[src/ddc_defs.svh]
// Summary of operation
// - ODT low, tAOFD before EMRS, through tMOD
// - activate encoding; activate before any column access
// - precharge before reactivate; honour tRC and tRRD
// - read encoding with bank and column
// - write encoding with bank and column
// - ODT off, then refresh with CKE low
// - clock may stop only inside self-refresh
// - exit: only NOP, CKE high, ODT off
// - one auto refresh before next self-refresh
// - auto refresh encoding at average interval
// - wait tRFC after refresh before activate/refresh
// - at most eight refreshes postponed
// - never interrupt a burst; a refresh can follow a column command with auto-precharge on the next clock
// - column commands at least two clocks apart
`ifndef DDC_DEFS_SVH
`define DDC_DEFS_SVH
`define DDC_CTRL_OFF 12'h000
`define DDC_CMD_OFF 12'h004
`define DDC_STAT_OFF 12'h008
`define DDC_CTRL_SR_BIT 0
`define DDC_CTRL_REF_BIT 1
`define DDC_CTRL_ODT_BIT 2
`define DDC_CTRL_RST 32'h0000_0000
`define DDC_CMD_AP_BIT 3
`define DDC_CMD_BA_LSB 4
`define DDC_CMD_ADDR_LSB 8
`define DDC_STAT_ERR_BIT 16
`define DDC_T_CK_NS 25
`define DDC_T_RC_NS 55
`define DDC_T_RRD_NS 10
`define DDC_T_RP_NS 15
`define DDC_T_RAS_NS 40
`define DDC_T_WR_NS 15
`define DDC_T_RFC_NS 105
`define DDC_T_XSNR_NS 115
`define DDC_T_AOFD_NS 63
`define DDC_T_MODMAX_NS 12
`define DDC_T_REFI_NS 7800
`define DDC_CYC(ns) (((ns) + `DDC_T_CK_NS - 1) / `DDC_T_CK_NS)
`define DDC_MAX_OWED 4'h8
`endif

[src/ddc_pkg.sv]
package ddc_pkg;
  typedef enum logic [2:0] {
    DDC_OP_ACT = 3'h0,
    DDC_OP_RD = 3'h1,
    DDC_OP_WR = 3'h2,
    DDC_OP_PREA = 3'h3,
    DDC_OP_EMRS = 3'h4
  } ddc_op_t;
  typedef enum logic [5:0] {
    DDC_IDLE = 6'h01,
    DDC_ODT_OFF = 6'h02,
    DDC_MOD_WAIT = 6'h04,
    DDC_SREF = 6'h08,
    DDC_SR_EXIT = 6'h10
  } ddc_state_t;
endpackage

[src/ddc_ctrl.sv]
`timescale 1ns/1ps
`default_nettype none
`include "ddc_defs.svh"
module ddc_ctrl
  import ddc_pkg::*;
#(
  parameter int AL = 0,
  parameter int CL = 4,
  parameter int BL = 4
)(
  input wire logic pclk,
  input wire logic presetn,
  input wire logic psel,
  input wire logic penable,
  input wire logic pwrite,
  input wire logic [11:0] paddr,
  input wire logic [31:0] pwdata,
  output logic [31:0] prdata,
  output logic pready,
  output logic pslverr,
  output logic ddr_cke,
  output logic ddr_cs_n,
  output logic ddr_ras_n,
  output logic ddr_cas_n,
  output logic ddr_we_n,
  output logic [1:0] ddr_ba,
  output logic [12:0] ddr_a,
  output logic ddr_odt
);
  localparam logic [8:0] C_RC = 9'(`DDC_CYC(`DDC_T_RC_NS));
  localparam logic [8:0] C_RRD = 9'(`DDC_CYC(`DDC_T_RRD_NS));
  localparam logic [8:0] C_RP = 9'(`DDC_CYC(`DDC_T_RP_NS));
  localparam logic [8:0] C_RAS = 9'(`DDC_CYC(`DDC_T_RAS_NS));
  localparam logic [8:0] C_RFC = 9'(`DDC_CYC(`DDC_T_RFC_NS));
  localparam logic [8:0] C_XSNR = 9'(`DDC_CYC(`DDC_T_XSNR_NS));
  localparam logic [8:0] C_AOFD = 9'(`DDC_CYC(`DDC_T_AOFD_NS));
  localparam logic [8:0] C_MOD = 9'(`DDC_CYC(`DDC_T_MODMAX_NS));
  localparam logic [8:0] C_REFI = 9'(`DDC_CYC(`DDC_T_REFI_NS));
  localparam logic [8:0] C_WR = 9'(`DDC_CYC(`DDC_T_WR_NS));
  localparam logic [8:0] C_HALF = 9'(BL / 2);
  localparam logic [8:0] C_RD_PRE = 9'(AL) + C_HALF;
  localparam logic [8:0] C_WR_PRE = 9'(AL + CL - 1) + C_HALF + C_WR;

  function automatic logic [8:0] max9(input logic [8:0] a, input logic [8:0] b);
    max9 = (a > b) ? a : b;
  endfunction

  function automatic logic [8:0] dec9(input logic [8:0] a);
    dec9 = (a != 9'h000) ? a - 9'h001 : 9'h000;
  endfunction

  ddc_state_t state_r;
  logic [31:0] ctrl_r;
  logic cmd_valid_r;
  ddc_op_t cmd_op_r;
  logic cmd_ap_r;
  logic [1:0] cmd_ba_r;
  logic [12:0] cmd_addr_r;
  logic err_r;
  logic [3:0] bank_open_r;
  logic [8:0] bk_cnt_r [4];
  logic [8:0] rrd_cnt_r;
  logic [8:0] all_cnt_r;
  logic [8:0] col_cnt_r;
  logic [8:0] pre_cnt_r;
  logic [8:0] wait_cnt_r;
  logic [8:0] ref_tmr_r;
  logic [3:0] owed_r;
  logic need_ref_r;
  logic tgt_sr_r;
  logic wr_acc;
  logic iss_act, iss_col, iss_prea, iss_ref, iss_odt_off, refuse;
  logic all_closed, ref_force, ref_tick;

  assign wr_acc = psel & penable & pready & pwrite;
  assign all_closed = (bank_open_r == 4'h0);
  assign ref_force = (owed_r == `DDC_MAX_OWED);
  assign ref_tick = ctrl_r[`DDC_CTRL_REF_BIT] && (state_r != DDC_SREF) && (ref_tmr_r == 9'h000);

  // apb slave: pready rises in the access phase, so every transfer takes exactly two cycles
  always_ff @(posedge pclk or negedge presetn)
  begin
    if (!presetn)
    begin
      pready <= 1'b0;
      pslverr <= 1'b0;
      prdata <= 32'h0000_0000;
    end
    else
    begin
      pready <= psel & ~penable;
      pslverr <= 1'b0;
      if (psel && !penable)
      begin
        if (paddr == `DDC_CTRL_OFF)
          prdata <= ctrl_r;
        else if (paddr == `DDC_CMD_OFF)
          prdata <= {19'h00000, cmd_addr_r} & 32'h0000_0000;
        else if (paddr == `DDC_STAT_OFF)
          prdata <= {15'h0000, err_r, 4'h0, owed_r, bank_open_r, 1'b0, need_ref_r, state_r == DDC_SREF, cmd_valid_r};
        else
        begin
          prdata <= 32'h0000_0000;
          pslverr <= 1'b1;
        end
      end
    end
  end

  always_ff @(posedge pclk or negedge presetn)
  begin
    if (!presetn)
      ctrl_r <= `DDC_CTRL_RST;
    else if (wr_acc && paddr == `DDC_CTRL_OFF)
      ctrl_r <= pwdata & 32'h0000_0007;
  end

  // a command written while one is pending is dropped and flagged
  always_ff @(posedge pclk or negedge presetn)
  begin
    if (!presetn)
    begin
      cmd_valid_r <= 1'b0;
      cmd_op_r <= DDC_OP_ACT;
      cmd_ap_r <= 1'b0;
      cmd_ba_r <= 2'h0;
      cmd_addr_r <= 13'h0000;
    end
    else if (wr_acc && paddr == `DDC_CMD_OFF && !cmd_valid_r)
    begin
      cmd_valid_r <= 1'b1;
      cmd_op_r <= ddc_op_t'(pwdata[2:0]);
      cmd_ap_r <= pwdata[`DDC_CMD_AP_BIT];
      cmd_ba_r <= pwdata[`DDC_CMD_BA_LSB +: 2];
      cmd_addr_r <= pwdata[`DDC_CMD_ADDR_LSB +: 13];
    end
    else if (iss_act || iss_col || (iss_prea && !ref_force) || refuse)
      cmd_valid_r <= 1'b0;
    // emrs stays pending until it reaches the pins, so a new write cannot overwrite its fields
    else if (state_r == DDC_ODT_OFF && wait_cnt_r <= 9'h001 && !tgt_sr_r)
      cmd_valid_r <= 1'b0;
  end

  // set wins over the software clear
  always_ff @(posedge pclk or negedge presetn)
  begin
    if (!presetn)
      err_r <= 1'b0;
    else if (refuse || (wr_acc && paddr == `DDC_CMD_OFF && cmd_valid_r))
      err_r <= 1'b1;
    else if (wr_acc && paddr == `DDC_STAT_OFF && pwdata[`DDC_STAT_ERR_BIT])
      err_r <= 1'b0;
  end

  // issue decision; refresh outranks user commands once eight are owed
  always_comb
  begin
    iss_act = 1'b0;
    iss_col = 1'b0;
    iss_prea = 1'b0;
    iss_ref = 1'b0;
    iss_odt_off = 1'b0;
    refuse = 1'b0;
    if (state_r == DDC_IDLE)
    begin
      // the extra refresh after self-refresh exit must not wait for the interval timer
      if ((owed_r != 4'h0 || need_ref_r) && all_closed && all_cnt_r == 9'h000 && (ref_force || !cmd_valid_r))
        iss_ref = 1'b1;
      else if (ref_force)
        iss_prea = !all_closed && pre_cnt_r == 9'h000;
      else if (cmd_valid_r)
      begin
        case (cmd_op_r)
          DDC_OP_ACT:
            if (bank_open_r[cmd_ba_r])
              refuse = 1'b1;
            else
              iss_act = bk_cnt_r[cmd_ba_r] == 9'h000 && rrd_cnt_r == 9'h000 && all_cnt_r == 9'h000;
          DDC_OP_RD, DDC_OP_WR:
            if (!bank_open_r[cmd_ba_r])
              refuse = 1'b1;
            else
              iss_col = col_cnt_r == 9'h000;
          DDC_OP_PREA:
            iss_prea = pre_cnt_r == 9'h000;
          DDC_OP_EMRS:
            if (!all_closed)
              refuse = 1'b1;
            else
              iss_odt_off = all_cnt_r == 9'h000;
          default:
            refuse = 1'b1;
        endcase
      end
      else if (ctrl_r[`DDC_CTRL_SR_BIT] && !need_ref_r && all_closed && all_cnt_r == 9'h000)
        iss_odt_off = 1'b1;
    end
  end

  // command pins: NOP unless something is issued; NOP needs no timing
  always_ff @(posedge pclk or negedge presetn)
  begin
    if (!presetn)
    begin
      state_r <= DDC_IDLE;
      tgt_sr_r <= 1'b0;
      wait_cnt_r <= 9'h000;
      ddr_cke <= 1'b1;
      ddr_cs_n <= 1'b1;
      ddr_ras_n <= 1'b1;
      ddr_cas_n <= 1'b1;
      ddr_we_n <= 1'b1;
      ddr_ba <= 2'h0;
      ddr_a <= 13'h0000;
      ddr_odt <= 1'b0;
    end
    else
    begin
      ddr_cs_n <= 1'b0;
      ddr_ras_n <= 1'b1;
      ddr_cas_n <= 1'b1;
      ddr_we_n <= 1'b1;
      ddr_odt <= 1'b0;
      wait_cnt_r <= dec9(wait_cnt_r);
      case (state_r)
        DDC_IDLE:
        begin
          ddr_odt <= ctrl_r[`DDC_CTRL_ODT_BIT];
          if (iss_ref)
          begin
            ddr_ras_n <= 1'b0;
            ddr_cas_n <= 1'b0;
          end
          else if (iss_prea)
          begin
            ddr_ras_n <= 1'b0;
            ddr_we_n <= 1'b0;
            ddr_a <= 13'h0400;
          end
          else if (iss_act)
          begin
            ddr_ras_n <= 1'b0;
            ddr_ba <= cmd_ba_r;
            ddr_a <= cmd_addr_r;
          end
          else if (iss_col)
          begin
            ddr_cas_n <= 1'b0;
            ddr_we_n <= cmd_op_r != DDC_OP_WR;
            ddr_ba <= cmd_ba_r;
            ddr_a <= {2'b00, cmd_ap_r, cmd_addr_r[9:0]};
          end
          else if (iss_odt_off)
          begin
            ddr_odt <= 1'b0;
            tgt_sr_r <= !cmd_valid_r;
            wait_cnt_r <= C_AOFD;
            state_r <= DDC_ODT_OFF;
          end
        end
        DDC_ODT_OFF:
          if (wait_cnt_r <= 9'h001)
          begin
            ddr_ras_n <= 1'b0;
            ddr_cas_n <= 1'b0;
            if (tgt_sr_r)
            begin
              ddr_cke <= 1'b0;
              state_r <= DDC_SREF;
            end
            else
            begin
              ddr_we_n <= 1'b0;
              ddr_ba <= cmd_ba_r;
              ddr_a <= cmd_addr_r;
              wait_cnt_r <= C_MOD;
              state_r <= DDC_MOD_WAIT;
            end
          end
        DDC_MOD_WAIT:
          if (wait_cnt_r <= 9'h001)
            state_r <= DDC_IDLE;
        DDC_SREF:
          // clock keeps running here, so cke rises at once on exit; NOPs then follow for C_XSNR cycles before any command
          if (!ctrl_r[`DDC_CTRL_SR_BIT])
          begin
            ddr_cke <= 1'b1;
            wait_cnt_r <= C_XSNR;
            state_r <= DDC_SR_EXIT;
          end
          else
            ddr_cke <= 1'b0;
        DDC_SR_EXIT:
          if (wait_cnt_r <= 9'h001)
            state_r <= DDC_IDLE;
        default:
          state_r <= DDC_IDLE;
      endcase
    end
  end

  // bank bookkeeping and spacing counters
  always_ff @(posedge pclk or negedge presetn)
  begin
    if (!presetn)
    begin
      bank_open_r <= 4'h0;
      for (int i = 0; i < 4; i++)
        bk_cnt_r[i] <= 9'h000;
      rrd_cnt_r <= 9'h000;
      all_cnt_r <= 9'h000;
      col_cnt_r <= 9'h000;
      pre_cnt_r <= 9'h000;
    end
    else
    begin
      for (int i = 0; i < 4; i++)
        bk_cnt_r[i] <= dec9(bk_cnt_r[i]);
      rrd_cnt_r <= dec9(rrd_cnt_r);
      all_cnt_r <= dec9(all_cnt_r);
      col_cnt_r <= dec9(col_cnt_r);
      pre_cnt_r <= dec9(pre_cnt_r);
      if (iss_act)
      begin
        bank_open_r[cmd_ba_r] <= 1'b1;
        bk_cnt_r[cmd_ba_r] <= C_RC - 9'h001;
        rrd_cnt_r <= C_RRD - 9'h001;
        pre_cnt_r <= max9(dec9(pre_cnt_r), C_RAS - 9'h001);
      end
      else if (iss_col)
      begin
        col_cnt_r <= C_HALF - 9'h001;
        pre_cnt_r <= max9(dec9(pre_cnt_r), (cmd_op_r == DDC_OP_WR ? C_WR_PRE : C_RD_PRE) - 9'h001);
        if (cmd_ap_r)
        begin
          bank_open_r[cmd_ba_r] <= 1'b0;
          bk_cnt_r[cmd_ba_r] <= max9(dec9(bk_cnt_r[cmd_ba_r]),
            (cmd_op_r == DDC_OP_WR ? C_WR_PRE : C_RD_PRE) + C_RP - 9'h001);
        end
      end
      else if (iss_prea)
      begin
        bank_open_r <= 4'h0;
        all_cnt_r <= C_RP - 9'h001;
      end
      else if (iss_ref)
        all_cnt_r <= C_RFC - 9'h001;
    end
  end

  // refresh debt: a tick in the same cycle as an issue leaves the count unchanged
  always_ff @(posedge pclk or negedge presetn)
  begin
    if (!presetn)
    begin
      ref_tmr_r <= C_REFI - 9'h001;
      owed_r <= 4'h0;
      need_ref_r <= 1'b0;
    end
    else
    begin
      ref_tmr_r <= (ref_tmr_r == 9'h000 || state_r == DDC_SREF) ? C_REFI - 9'h001 : ref_tmr_r - 9'h001;
      if (state_r == DDC_SREF)
        owed_r <= 4'h0;
      else if (ref_tick && !iss_ref && !ref_force)
        owed_r <= owed_r + 4'h1;
      else if (iss_ref && !ref_tick && owed_r != 4'h0)
        owed_r <= owed_r - 4'h1;
      if (state_r == DDC_SR_EXIT)
        need_ref_r <= 1'b1;
      else if (iss_ref)
        need_ref_r <= 1'b0;
    end
  end

  logic act_pin, col_pin, ref_pin, emrs_pin;
  assign act_pin = ddr_cke && !ddr_cs_n && !ddr_ras_n && ddr_cas_n && ddr_we_n;
  assign col_pin = !ddr_cs_n && ddr_ras_n && !ddr_cas_n;
  assign ref_pin = ddr_cke && !ddr_cs_n && !ddr_ras_n && !ddr_cas_n && ddr_we_n;
  assign emrs_pin = !ddr_cs_n && !ddr_ras_n && !ddr_cas_n && !ddr_we_n;

  property p_act_closed;
    @(posedge pclk) disable iff (!presetn)
      act_pin |-> (($past(bank_open_r) & (4'h1 << ddr_ba)) == 4'h0) && bank_open_r[ddr_ba];
  endproperty
  a_act_closed: assert property (p_act_closed) else $error("activate to an open bank");
  property p_col_gap;
    @(posedge pclk) disable iff (!presetn) col_pin |=> !col_pin;
  endproperty
  a_col_gap: assert property (p_col_gap) else $error("column commands too close");
  property p_odt_mod;
    @(posedge pclk) disable iff (!presetn) emrs_pin |-> !ddr_odt ##1 !ddr_odt;
  endproperty
  a_odt_mod: assert property (p_odt_mod) else $error("termination on around mode update");
  property p_sr_cke;
    @(posedge pclk) disable iff (!presetn) state_r == DDC_SREF |-> !ddr_cke && !ddr_odt;
  endproperty
  a_sr_cke: assert property (p_sr_cke) else $error("clock enable high in self-refresh");
  property p_srx_nop;
    @(posedge pclk) disable iff (!presetn)
      state_r == DDC_SR_EXIT |-> ddr_cke && !ddr_odt && ddr_ras_n && ddr_cas_n && ddr_we_n;
  endproperty
  a_srx_nop: assert property (p_srx_nop) else $error("command during self-refresh exit");
  property p_ref_closed;
    @(posedge pclk) disable iff (!presetn) ref_pin |-> $past(bank_open_r) == 4'h0;
  endproperty
  a_ref_closed: assert property (p_ref_closed) else $error("refresh with a bank open");
  property p_owed_max;
    @(posedge pclk) disable iff (!presetn) owed_r <= `DDC_MAX_OWED;
  endproperty
  a_owed_max: assert property (p_owed_max) else $error("too many refreshes postponed");
  property p_ref_gap;
    @(posedge pclk) disable iff (!presetn) ref_pin |=> !ref_pin && !act_pin;
  endproperty
  a_ref_gap: assert property (p_ref_gap) else $error("command inside refresh cycle");
  property p_sre_needs_ref;
    @(posedge pclk) disable iff (!presetn) $rose(state_r == DDC_ODT_OFF) && tgt_sr_r |-> !$past(need_ref_r);
  endproperty
  a_sre_needs_ref: assert property (p_sre_needs_ref) else $error("self-refresh re-entry without refresh");
endmodule // ddc_ctrl
`default_nettype wire

[config.mk]
export PLATFORM = sky130hd
export DESIGN_NAME = ddc_ctrl
export DESIGN_NICKNAME = d
export VERILOG_FILES = /design/src/ddc_pkg.sv /design/src/ddc_ctrl.sv
export VERILOG_INCLUDE_DIRS = /design/src
export SDC_FILE = /design/constraint.sdc
export NUM_CORES = 1
export LEC_CHECK = 0
export BUFFER_PORTS_ARGS = -buffer_cell sky130_fd_sc_hd__buf_2
export CORE_ASPECT_RATIO = 0.9
export CORE_UTILIZATION = 59
export DETAILED_ROUTE_END_ITERATION = 7
export PLACE_DENSITY = 0.79
export SYNTH_ARGS = -nofsm -noshare
export SYNTH_HDL_FRONTEND = slang
export SYNTH_SLANG_ARGS = --single-unit
[constraint.sdc]
create_clock -name pclk -period 4.2 [get_ports pclk]
set_input_delay 0.84 -clock pclk [delete_from_list [all_inputs] [get_ports pclk]]
set_output_delay 0.84 -clock pclk [all_outputs]
set_load 0.05 [all_outputs]
[After elaboration in Yosys (flattened, before gate mapping)]
Index checks and enable logic that the tools add are counted.
Cells by class
  add/sub/neg operators: 16
  magnitude comparators: 8
  equality and inequality tests: 27
  muxes and demuxes: 152
  bitwise operators: 16
  reductions and logical operators: 77
Operator list (count)
  $mux W9: 34
  $mux W36: 3
  $sub A9 B1 Y9 const B: 12
  $reduce_bool A9 Y1: 10
  $mux W13: 6
  $mux W1: 69
  $logic_not A9 Y1: 6
  $mux W6: 8
  $bwmux W36: 1
  $mux W17: 2
  $and A32 B32 Y32: 1
  $mux W32: 1
  $mux W4: 8
  $not A32 Y32: 1
  $logic_and A1 B1 Y1: 27
  $pmux W9 S3: 1
  $pmux W13 S2: 1
  $pmux W6 S4: 1
  $bmux W9 S2: 1
  $demux W9 S2: 1
  $gt A9 B9 Y1: 2
  $ne A2 B2 Y1 const B: 8
  $eq A12 B3 Y1 const B: 1
  $eq A12 B4 Y1 const B: 1
  other kinds (51): 90
Word-level totals
  register bits: 185
  bits of input ports: 49
  word-level logic and storage cells: 329

[Depth between registers and ports, before layout]
Gate-level depths: netlist of run 1.
  depth after elaboration: 18
  depth in mapped cells: 15

[Worst setup path before layout of run 1]
OpenSTA, ideal clock, no wires.
  kind: register to register
  start: register cmd_ba_r[0]
  end: register bk_cnt_r[18] (netlist name)
  library setup time: 0.083 ns
  arrival time: 3.323 ns
  path slack: 0.794 ns
  stages on the path, launching flop included: 16
  cell sequence: dfrtp_1 > buf_6 > mux4_2 > inv_1 > ha_1 > nand2_1 > o22ai_1 > nand2_1 > nor3_1 > nor2_1 > ha_1 > and4_1 > o22ai_1 > nor2_2 > or3_4 > o22ai_1
Between the ends
  longest elaborated chain between the ends: 14
  elaborated cells between the ends (all ways): 37
  those cells by class: 1 x add/sub; 3 x order compare; 25 x mux; 3 x bitwise; 5 x reduce/logical
RTL lines
  start, declared: RTL line ddc_ctrl.sv:57  | logic [1:0] cmd_ba_r;
  start signal, assigned: RTL line ddc_ctrl.sv:134  | cmd_ba_r <= pwdata[`DDC_CMD_BA_LSB +: 2];
  parallel branches: the longest is 13 deep, another holds $sub A9 B1 Y9
  $mux W36 (*): RTL line ddc_ctrl.sv:323  | if (iss_act)
  end signal, assigned by index: RTL line ddc_ctrl.sv:318  | bk_cnt_r[i] <= dec9(bk_cnt_r[i]);
  end signal, assigned by index: RTL line ddc_ctrl.sv:326  | bk_cnt_r[cmd_ba_r] <= C_RC - 9'h001;
  end signal, assigned by index: RTL line ddc_ctrl.sv:337  | bk_cnt_r[cmd_ba_r] <= max9(dec9(bk_cnt_r[cmd_ba_r]),
  end, declared: RTL line ddc_ctrl.sv:61  | logic [8:0] bk_cnt_r [4];
Mark *: on every way between the ends. The select of a mux whose other input is x is not followed.
A chain may end at the register's enable or synchronous reset.

[Final worst setup path of run 1]
  start: register cmd_ba_r[0]
  end: register bk_cnt_r[9] (netlist name)
Same word-level chain as after synthesis.

==> out/qor.txt, run 1 <==
Max clock buf depth -> 2
CTS root buffer -> clkbuf_16
Multi-input gate area -> 4220 µm²
Clock power share -> 0.331
H-Tree Depth -> 4
# IOs -> 104
Vias -> 6675
CP most frequent cell -> o22ai_1
Setup CP Type -> reg2reg
Total wire length -> 19100 µm
# setup viols final -> 0
CTS Sinks -> 164
Status -> complete, no violations
Largest net degree at the start of global routing -> 90
TritonCTS clock tree -> built
Core area -> 14200 µm²
Hold Path Class -> reg2reg
Setup bufs post-CTS -> 0
TritonRoute pass-1 iters -> 5
Yosys warns -> 0
Final core utilization -> 0.684
Ranking of synthesized cells by area -> dfrtp_1 (44%), mux2_2 (4.4%), nor2_1 (4.2%)
Synthesized cell area -> 8620 µm²
Die H -> 117 µm
CP max-delay cell -> mux4_1
Clock transition at path regs -> 0.06 ns
Post-layout min period -> 3.87 ns
Fmax -> 258 MHz
Placed insts -> 1114
Post-detailed-route via-to-cell ratio -> 5.82
Asr flop ratio synth -> 1.00
Slew HR -> 0.467
Residual DRC count -> 0
Crit start category -> flip-flop
Vias in the first global route -> 6505
Max Clock Skew -> 0.0120 ns
Pwr Density -> 457 nW/µm²
Critical Path RT -> 4.54 ns
Num rows -> 41
Post-synth cell types -> 66
Crit path capture type -> flip-flop
Net switching power -> 1.43 mW
Internal power -> 2.99 mW
Sw Ratio -> 0.324
DP HPWL -> 13700 µm
Logic pwr share -> 0.246
Mapped Cells -> 870
Fillers -> 1094
Sequential area share after synthesis -> 0.478
CTS Buf Count -> 17
Detail Route Antenna Nets -> 0
Fin crit share -> 0.922
RSZ-0062 raised after global routing -> false
Hold Fails Final Rpt -> 0
Post-synth EDFFs -> 0
# nets final -> 1010
Least-Margin Pin Slew -> 0.800 ns
Slew Viols, Final -> 0
Most used DFF post-synth -> dfrtp_1
Bufs and invs on worst path -> 1
Flip-flop and latch count after synthesis -> 164
Area share of the largest cell type after synthesis -> 0.441
Critical Path Fanout Max -> 7
Cell family with most CP delay -> simple AND/OR/NAND/NOR gates
Crit-path cells -> mux4_1, inv_1, ha_1, nand2_1, o22ai_1, nand2_1, nor3_2, nor2_1, ha_1, and4_1, o22ai_1, nor2_2, or3_4, o22ai_1
Leakage -> 4.74 nW
Routed wire per std cell -> 16.6 µm
Worst-Skew Late Latency -> 0.44 ns
Worst VDD drop -> 0.288 mV
Quantity of hold-fixing buffers added after cts -> 0
Grt total ovfl -> 0
CP arrival -> 4.21 ns
Drt first-iter violations -> 444
Global-route wire length before repair -> 31900 µm
Total of max-cap violations -> 0
Synth cell count leaders -> dfrtp_1 (152), nor2_1 (97), nand2_1 (92), o21ai_0 (47), xnor2_1 (38)
Layout cells sized above 1 -> 0.187
Sequential Area -> 4120 µm²
Finished layout cell area -> 9680 µm²
Die area -> 15100 µm²
Antenna violations before repair -> 0
Die width -> 129 µm
Gr usage total -> 0.281
Reg power frac -> 0.423
Diodes inserted -> 0
Routability Congestion -> 0.945
Post-synth top area cell -> dfrtp_1
Avg Inst Size Synth -> 9.91 µm²
Initial Util -> 0.609
Area after DPL -> 9120 µm²
Finished Layout Cells -> 1146
Max incr delay on CP -> 0.66 ns
Port bufs -> 70
Final setup TNS -> 0 ns
Area growth, synth to finish -> 12.3%
Most common cell in the netlist -> dfrtp_1
[worst reg2reg max path: stages, from the launching register on]
cell	delay (ns)
dfrtp_1	0.48
mux4_1	0.66
inv_1	0.09
ha_1	0.29
nand2_1	0.08
o22ai_1	0.23
nand2_1	0.20
nor3_2	0.28
nor2_1	0.13
ha_1	0.31
and4_1	0.17
o22ai_1	0.18
nor2_2	0.10
or3_4	0.38
o22ai_1	0.21
[path summary, 6_finish.rpt]
kind	start	endpoint	slack, ns	depth (start not counted)
worst min-delay path	rrd_cnt_r[0]$_DFF_PN0_	rrd_cnt_r[0]$_DFF_PN0_	0.45	1
worst min register to register	rrd_cnt_r[0]$_DFF_PN0_	rrd_cnt_r[0]$_DFF_PN0_	0.45	1
worst max register to register	cmd_ba_r[0]$_DFFE_PN0P_	bk_cnt_r[9]$_DFF_PN0_	0.33	14
min in group asynchronous	presetn	ref_tmr_r[3]$_DFF_PN0_	0.47	1
max in group asynchronous	presetn	ref_tmr_r[8]$_DFF_PN1_	2.88	2
worst max-delay path	cmd_ba_r[0]$_DFFE_PN0P_	bk_cnt_r[9]$_DFF_PN0_	0.33	14
[per-layer routing]
metal	vias to the layer above	part of all wire	wire length (µm)	track usage
met3	33	0.066	1260	0.0687
met1	3264	0.44	8480	0.368
met5	-	0	0	0
li1	3168	-	-	-
met4	0	0.025	473	0.121
met2	210	0.46	8860	0.449
[state kept, by name, summed over array words and instances (netlist names), 12 cells and up]
register    flops
prdata         12
cmd_addr_r     13
bk_cnt_r       36
ddr_a          13
[layout make-up]
class,instances,share of cell area
multi-input combinational,646,0.436
sequential,164,0.426
clock buffer,21,0.0455
timing repair buffer,79,0.0451
tap,193,0.0249
inverter,32,0.0124
clock inverter,11,0.0106
[placed cells by master, fill, tap and decap left out, drive strengths merged, types with 22 or more instances in the layout]
cell,Yosys,final
mux2,34,34
nor2,98,98
nor3,36,36
a21oi,23,23
nand2,92,92
xor2,22,22
dfrtp,152,152
xnor2,38,38
buf,22,79
o21ai,48,48
inv,32,35
[timing repair]
item                                   in CTS  in global routing
setup endpoints to repair                   0                  4
resized for setup                           0                  3
endpoints found under the hold margin       0                  0
[through the flow]
step	setup WS (ns)	hold slack [ns]	power, mW
after global placement	0.476	0.438	2.89
after floorplan	0.794	0.427	2.68
after detailed placement	0.293	0.445	2.93
after global routing	0.0812	0.473	4.66
final	0.330	0.453	4.42
after CTS	0.224	0.456	4.40
[cell families after synthesis]
logic type,synth area share
simple gates,0.196
flops,0.478
compound gates,0.110
buf+inv,0.0444
xor+xnor,0.0610
mux,0.0795
fa+ha+maj,0.0313
other cells,0.000435
[power groups by stage]
stage               clock, mW  combinational [mW]  sequential, mW
floorplan                   0               0.827            1.85
global placement            0                1.01            1.88
detailed placement          0                1.04            1.89
CTS                      1.48                1.06            1.86
global route             1.55                1.22            1.89
finish                   1.46                1.09            1.87
No activity file was read; power rests on OpenSTA's default activity.
==> inputs of run 2 (changes only) <==
- CORE_UTILIZATION: 59 -> 55
- PLACE_DENSITY: 0.79 -> 0.74
- SKIP_LAST_GASP: default -> 1
==> run 2 against run 1 <==
Critical path depth did not move. Flip-flop and latch count did not move. Global-route usage fell by 3.1 points. Maximum frequency rose by 1.1%. Worst setup slack improved by 0.042 ns. Via count fell by 1.4%. Final cell count rose by 0.87%. Clock power rose by 7%. Die area rose by 7.2%. Worst hold slack improved by 0.0067 ns. Total power rose by 1.6%. Critical path type unchanged. Largest power group unchanged.
==> out/qor.txt, run 2 (same netlist as run 1, synthesis figures left out) <==
Status -> complete, no violations
Antenna violations before repair -> 1 (+1)
# IOs -> 104 (unchanged)
Diodes inserted -> 0 (unchanged)
Max Clock Skew -> 0.0110 ns (-0.00103 ns)
Die width -> 134 µm (+3.5%)
Fin Hold WS -> 0.460 ns (+0.00667 ns)
Critical Path RT -> 4.49 ns (-0.05 ns)
Vias -> 6583 (-1.4%)
Initial Util -> 0.560 (-0.0486)
Crit path capture type -> flip-flop
Pwr Density -> 461 nW/µm² (+0.90%)
Max FFs per register -> 36 (unchanged)
Largest net degree at the start of global routing -> 94 (+4.4%)
Hold Fails Final Rpt -> 0 (unchanged)
Slew Viols, Final -> 0 (unchanged)
Num rows -> 43 (+4.9%)
CTS Buf Count -> 17 (unchanged)
Global-route wire length before repair -> 31500 µm (-1.4%)
Post-detailed-route via-to-cell ratio -> 5.69 (-2.2%)
Biggest regs -> bk_cnt_r (36), cmd_addr_r (13), ddr_a (13)
Finished Layout Cells -> 1156 (+0.87%)
TritonRoute pass-1 iters -> 5 (unchanged)
Routability Congestion -> 0.874 (-7.5%)
Layout cells sized above 1 -> 0.191 (+0.00400)
Top reg by flops -> bk_cnt_r
Area growth, synth to finish -> 13.0%
Power after layout -> 4.49 mW (+1.6%)
Finished layout cell area -> 9750 µm² (+0.69%)
Core area -> 15400 µm² (+8.7%)
Post-layout min period -> 3.83 ns (-0.0423 ns)
# nets final -> 1011 (+0.099%)
# setup viols final -> 0 (unchanged)
Die H -> 121 µm (+3.5%)
Fmax -> 261 MHz (+1.1%)
Hold Path Class -> reg2reg
Fin crit share -> 0.911 (-0.0101)
Detail Route Antenna Nets -> 0 (unchanged)
Final setup TNS -> 0 ns (unchanged)
Placed insts -> 1124 (+0.90%)
Least-Margin Pin Slew -> 0.865 ns (+0.0650 ns)
CTS Sinks -> 164 (unchanged)
RSZ-0062 raised after global routing -> false
Commonest non-fill, non-tap cell in the layout -> dfrtp_1
Drt first-iter violations -> 456 (+2.7%)
Residual DRC count -> 0 (unchanged)
H-Tree Depth -> 4 (unchanged)
Vias in the first global route -> 6417 (-1.4%)
Area after DPL -> 9150 µm² (+0.34%)
DP HPWL -> 13700 µm (+0.34%)
Worst VDD drop -> 0.319 mV (+11%)
Port bufs -> 70 (unchanged)
Slew HR -> 0.423 (-0.0433)
Total of max-cap violations -> 0 (unchanged)
Total wire length -> 18700 µm (-1.8%)
Worst-Skew Late Latency -> 0.43 ns (about the same)
Clock transition at path regs -> 0.06 ns (about the same)
Crit start category -> flip-flop
Max clock buf depth -> 2 (unchanged)
Quantity of hold-fixing buffers added after cts -> 0 (unchanged)
Critical Path Fanout Max -> 9 (+2)
Leakage -> 4.77 nW (+0.69%)
TritonCTS clock tree -> built
CTS root buffer -> clkbuf_16
Most frequent cells in the layout -> dfrtp_1 (151), nor2_1 (97), nand2_1 (92), buf_2 (69), o21ai_0 (47)
Gr usage total -> 0.250 (-0.0310)
Routed wire per std cell -> 16.2 µm (-2.6%)
CP arrival -> 4.12 ns (-0.09 ns)
Setup CP Type -> reg2reg
Grt total ovfl -> 0 (unchanged)
Die area -> 16200 µm² (+7.2%)
run 2: cell count changes in the layout (fill, tap and decap cells not counted), sizes merged:
cell      previous run  this run
bufinv               1         2
clkinvlp             2         1
buf                 79        80
run 2: power breakdown:
group	total, mW	switching (mW)	leakage (nW)	internal (mW)
Combinational	1.07	0.620	2.29	0.448
Sequential	1.87	0.149	2.19	1.72
Clock	1.56	0.645	0.288	0.912
Total	4.49	1.42	4.77	3.08
run 2: worst paths after layout:
kind,slack [ns],from,to,cells after the start
setup / recovery,0.37,cmd_ba_r[0]$_DFFE_PN0P_,bk_cnt_r[2]$_DFF_PN0_,14
hold / removal,0.46,ref_tmr_r[0]$_DFF_PN1_,ref_tmr_r[0]$_DFF_PN1_,1
setup reg to reg,0.37,cmd_ba_r[0]$_DFFE_PN0P_,bk_cnt_r[2]$_DFF_PN0_,14
hold reg to reg,0.46,ref_tmr_r[0]$_DFF_PN1_,ref_tmr_r[0]$_DFF_PN1_,1
max in group asynchronous,2.93,presetn,ddr_cke$_DFFE_PN1P_,2
min in group asynchronous,0.51,presetn,bk_cnt_r[35]$_DFF_PN0_,1
run 2: cell type report:
class / count / area (µm²)
inverter: 32 / 120
tap: 202 / 253
clock buffer: 21 / 460
multi-input combinational: 646 / 4210
sequential: 164 / 4120
clock inverter: 11 / 126
timing repair buffer: 80 / 457
fill: 1260 / 5640
run 2: what timing repair did:
action,in CTS,in global routing
setup buffers,0,0
endpoints found under the setup margin,0,8
resized for setup,0,3
run 2: critical path, cell delays in order (launching register included):
cell and delay, ns:
dfrtp_2 0.46, mux4_1 0.64, inv_1 0.09, ha_1 0.28, nand2_1 0.08, o22ai_1 0.25, nand2_1 0.20, nor3_1 0.29
nor2_1 0.13, ha_1 0.30, a31oi_1 0.15, o22ai_1 0.12, nor2_2 0.20, mux2i_2 0.36, o21ai_0 0.14
run 2: stage by stage:
step / utilization / setup slack, ns
after floorplan: - / 0.794
after global placement: 0.595 / 0.425
after detailed placement: 0.595 / 0.378
after CTS: 0.633 / 0.335
after global routing: 0.633 / 0.0452
final: 0.633 / 0.372
run 2: metal layers:
layer	track usage	part of all wire	wire [µm]
met5	0	0.00069	13
met4	0.0774	0.019	364
met3	0.0738	0.059	1100
met2	0.383	0.45	8520
met1	0.341	0.47	8720
==> inputs of run 3 (changes only) <==
- ABC_AREA: default -> 1
==> run 3 against run 2 <==
Sequential share of layout area down 2.8 points. Critical path type unchanged. Clock power down 4%. Critical path depth up 4. Flip-flop and latch count unchanged. Global-route usage up 1.5 points.
==> out/qor.txt, run 3 <==
Status -> complete, no violations
Synth cell count leaders -> nand2_1 (271), nor2_1 (168), inv_1 (158), dfrtp_1 (152), nand3_1 (117)
Antenna violations before repair -> 0 (-1)
Total wire length -> 22000 µm (+18%)
Vias in the first global route -> 7741 (+21%)
Avg Inst Size Synth -> 7.65 µm² (-23%)
Max clock buf depth -> 2 (unchanged)
Ranking of synthesized cells by area -> dfrtp_1 (41%), nand2_1 (11%), nor2_1 (6.7%)
Asr flop ratio synth -> 1.00 (unchanged)
Worst-Skew Late Latency -> 0.44 ns (about the same)
Setup CP Type -> reg2reg
Top reg by flops -> bk_cnt_r
Num rows -> 44 (+2.3%)
Layout cells sized above 1 -> 0.137 (-0.0538)
Place WS -> 0.466 ns (+0.0888 ns)
Fmax -> 272 MHz (+3.9%)
DP HPWL -> 16000 µm (+17%)
RSZ-0062 raised after global routing -> false
Post-synth top area cell -> dfrtp_1
Quantity of hold-fixing buffers added after cts -> 0 (unchanged)
# nets final -> 1378 (+36%)
Placed insts -> 1496 (+33%)
Biggest regs -> bk_cnt_r (36), cmd_addr_r (13), ddr_a (13)
Pwr Density -> 561 nW/µm² (+22%)
Port bufs -> 70 (unchanged)
Gr usage total -> 0.265 (+0.0150)
Die width -> 140 µm (+4.3%)
Critical Path Fanout Max -> 16 (+7)
Die H -> 126 µm (+4.3%)
CTS Buf Count -> 17 (unchanged)
Global-route wire length before repair -> 36900 µm (+17%)
Routed wire per std cell -> 14.4 µm (-11%)
CTS Sinks -> 164 (unchanged)
Largest net degree at the start of global routing -> 70 (-26%)
Flip-flop and latch count after synthesis -> 164 (unchanged)
Worst VDD drop -> 0.603 mV (+89%)
Crit-path cells -> inv_2, nand3_1, nand2_1, nor2_1, ha_1, nand3_1, nor2_2, nand3_2, nand2_1, inv_1, ha_1, nand3_1, nand2_1, nand2_1, nor2_4, nand3_1, nand3_1, nand2_1
Max incr delay on CP -> 0.70 ns (+0.06 ns)
Post-synth cell types -> 46 (-30%)
Fin Hold WS -> 0.381 ns (-0.0787 ns)
H-Tree Depth -> 4 (unchanged)
Grt total ovfl -> 0 (unchanged)
Commonest non-fill, non-tap cell in the layout -> nand2_1
Yosys warns -> 0 (unchanged)
CP max-delay cell -> dfrtp_1
Core area -> 16400 µm² (+6.6%)
Finished Layout Cells -> 1528 (+32%)
Diodes inserted -> 0 (unchanged)
Power after layout -> 5.86 mW (+30%)
Slew Viols, Final -> 0 (unchanged)
Detail Route Antenna Nets -> 0 (unchanged)
Post-layout min period -> 3.68 ns (-0.145 ns)
Initial Util -> 0.572 (+0.0120)
Critical Path RT -> 4.52 ns (+0.03 ns)
Clock transition at path regs -> 0.06 ns (about the same)
Slew HR -> 0.498 (+0.0746)
CP arrival -> 4.01 ns (-0.11 ns)
Synthesized cell area -> 9390 µm² (+8.9%)
Total of max-cap violations -> 0 (unchanged)
Routability Congestion -> 0.951 (+8.8%)
Final setup TNS -> 0 ns (unchanged)
Most frequent cells in the layout -> nand2_1 (271), nor2_1 (168), inv_1 (158), dfrtp_1 (151), nand3_1 (117)
TritonRoute pass-1 iters -> 5 (unchanged)
Hold Fails Final Rpt -> 0 (unchanged)
Most used DFF post-synth -> dfrtp_1
Post-detailed-route via-to-cell ratio -> 5.36 (-5.9%)
Area share of the largest cell type after synthesis -> 0.405 (-0.0361)
Fin crit share -> 0.877 (-0.0346)
# IOs -> 104 (unchanged)
Hold Path Class -> in2async
TritonCTS clock tree -> built
Residual DRC count -> 0 (unchanged)
CTS root buffer -> clkbuf_16
Least-Margin Pin Slew -> 0.746 ns (-0.119 ns)
Drt first-iter violations -> 602 (+32%)
# setup viols final -> 0 (unchanged)
Leakage -> 5.74 nW (+20%)
Area growth, synth to finish -> 11.1%
Post-synth EDFFs -> 0 (unchanged)
Setup slack after layout -> 0.517 ns (+0.145 ns)
Crit path capture type -> flip-flop
Max Clock Skew -> 0.00692 ns (-0.00407 ns)
Crit start category -> flip-flop
Sequential area share after synthesis -> 0.439 (-0.0391)
Die area -> 17600 µm² (+8.8%)
Mapped Cells -> 1228 (+41%)
Max FFs per register -> 36 (unchanged)
Vias -> 8188 (+24%)
Most common cell in the netlist -> nand2_1
## run 3: cell count changes after synthesis, moves of 20 or more
cell      before  now
mux2_2        34   13
xnor2_1       38   18
inv_1         32  158
nand2_1       92  271
clkbuf_1      26    6
nand3_1       21  117
nor2_1        97  168
## run 3: where the power goes
| group | switching, mW | internal, mW |
|---|---|---|
| sequential | 0.172 | 1.81 |
| combinational | 1.52 | 0.856 |
| clock | 0.676 | 0.823 |
| total | 2.36 | 3.49 |
## run 3: layout make-up
cell class                 count  area, µm²
multi-input combinational    879       4450
tap                          207        259
clock buffer                  19        433
inverter                     168        631
sequential                   164       4120
clock inverter                13        126
fill                        1447       5970
timing repair buffer          78        417
## run 3: critical path, delay by kind of cell (launching register included)
| kind | cells | cell delay, ns |
|---|---|---|
| buffers and inverters | 2 | 0.31 |
| AND/OR/NAND/NOR | 14 | 2.03 |
| adder cells (fa/ha/maj) | 2 | 0.50 |
| flip-flops | 1 | 0.70 |
## run 3: final timing paths
path | slack [ns] | start | end | depth (start not counted)
min | 0.38 | presetn | rrd_cnt_r[6]$_DFF_PN0_ | 1
max | 0.52 | cmd_ba_r[1]$_DFFE_PN0P_ | bk_cnt_r[20]$_DFF_PN0_ | 18
max reg2reg | 0.52 | cmd_ba_r[1]$_DFFE_PN0P_ | bk_cnt_r[20]$_DFF_PN0_ | 18
max in group asynchronous | 2.90 | presetn | bk_cnt_r[31]$_DFF_PN0_ | 2
min reg2reg | 0.44 | rrd_cnt_r[0]$_DFF_PN0_ | rrd_cnt_r[0]$_DFF_PN0_ | 1
min in group pclk | 0.44 | rrd_cnt_r[0]$_DFF_PN0_ | rrd_cnt_r[0]$_DFF_PN0_ | 1
## run 3: timing repair
| item | CTS | global route |
|---|---|---|
| gates resized for setup | 0 | 1 |
| endpoints found under the setup margin | 0 | 1 |
| endpoints found under the hold margin | 0 | 0 |
| setup buffers | 0 | 0 |
## run 3: logic make-up (layout without fill, tap and decap cells)
group           count (synthesis)  after routing  share of synthesized area
compound gates                125            125                     0.0737
other cells                     1             21                   0.000399
fa+ha+maj                      21             21                     0.0288
xor+xnor                       41             41                     0.0382
simple gates                  656            656                      0.307
buf+inv                       205            278                     0.0954
mux                            15             15                     0.0177
flops                         164            164                      0.439
## run 3: through the flow
stage           util  area, µm²
2_1_floorplan      -       9460
3_3_place_gp   0.602       9870
3_5_place_dp   0.602       9870
4_1_cts        0.636      10400
5_1_grt        0.636      10400
6_report       0.636      10400
## run 3: per-layer routing
layer	share of wire	GRT usage
met1	0.47	0.372
met2	0.46	0.416
met3	0.058	0.0529
met4	0.016	0.0763
met5	0	0
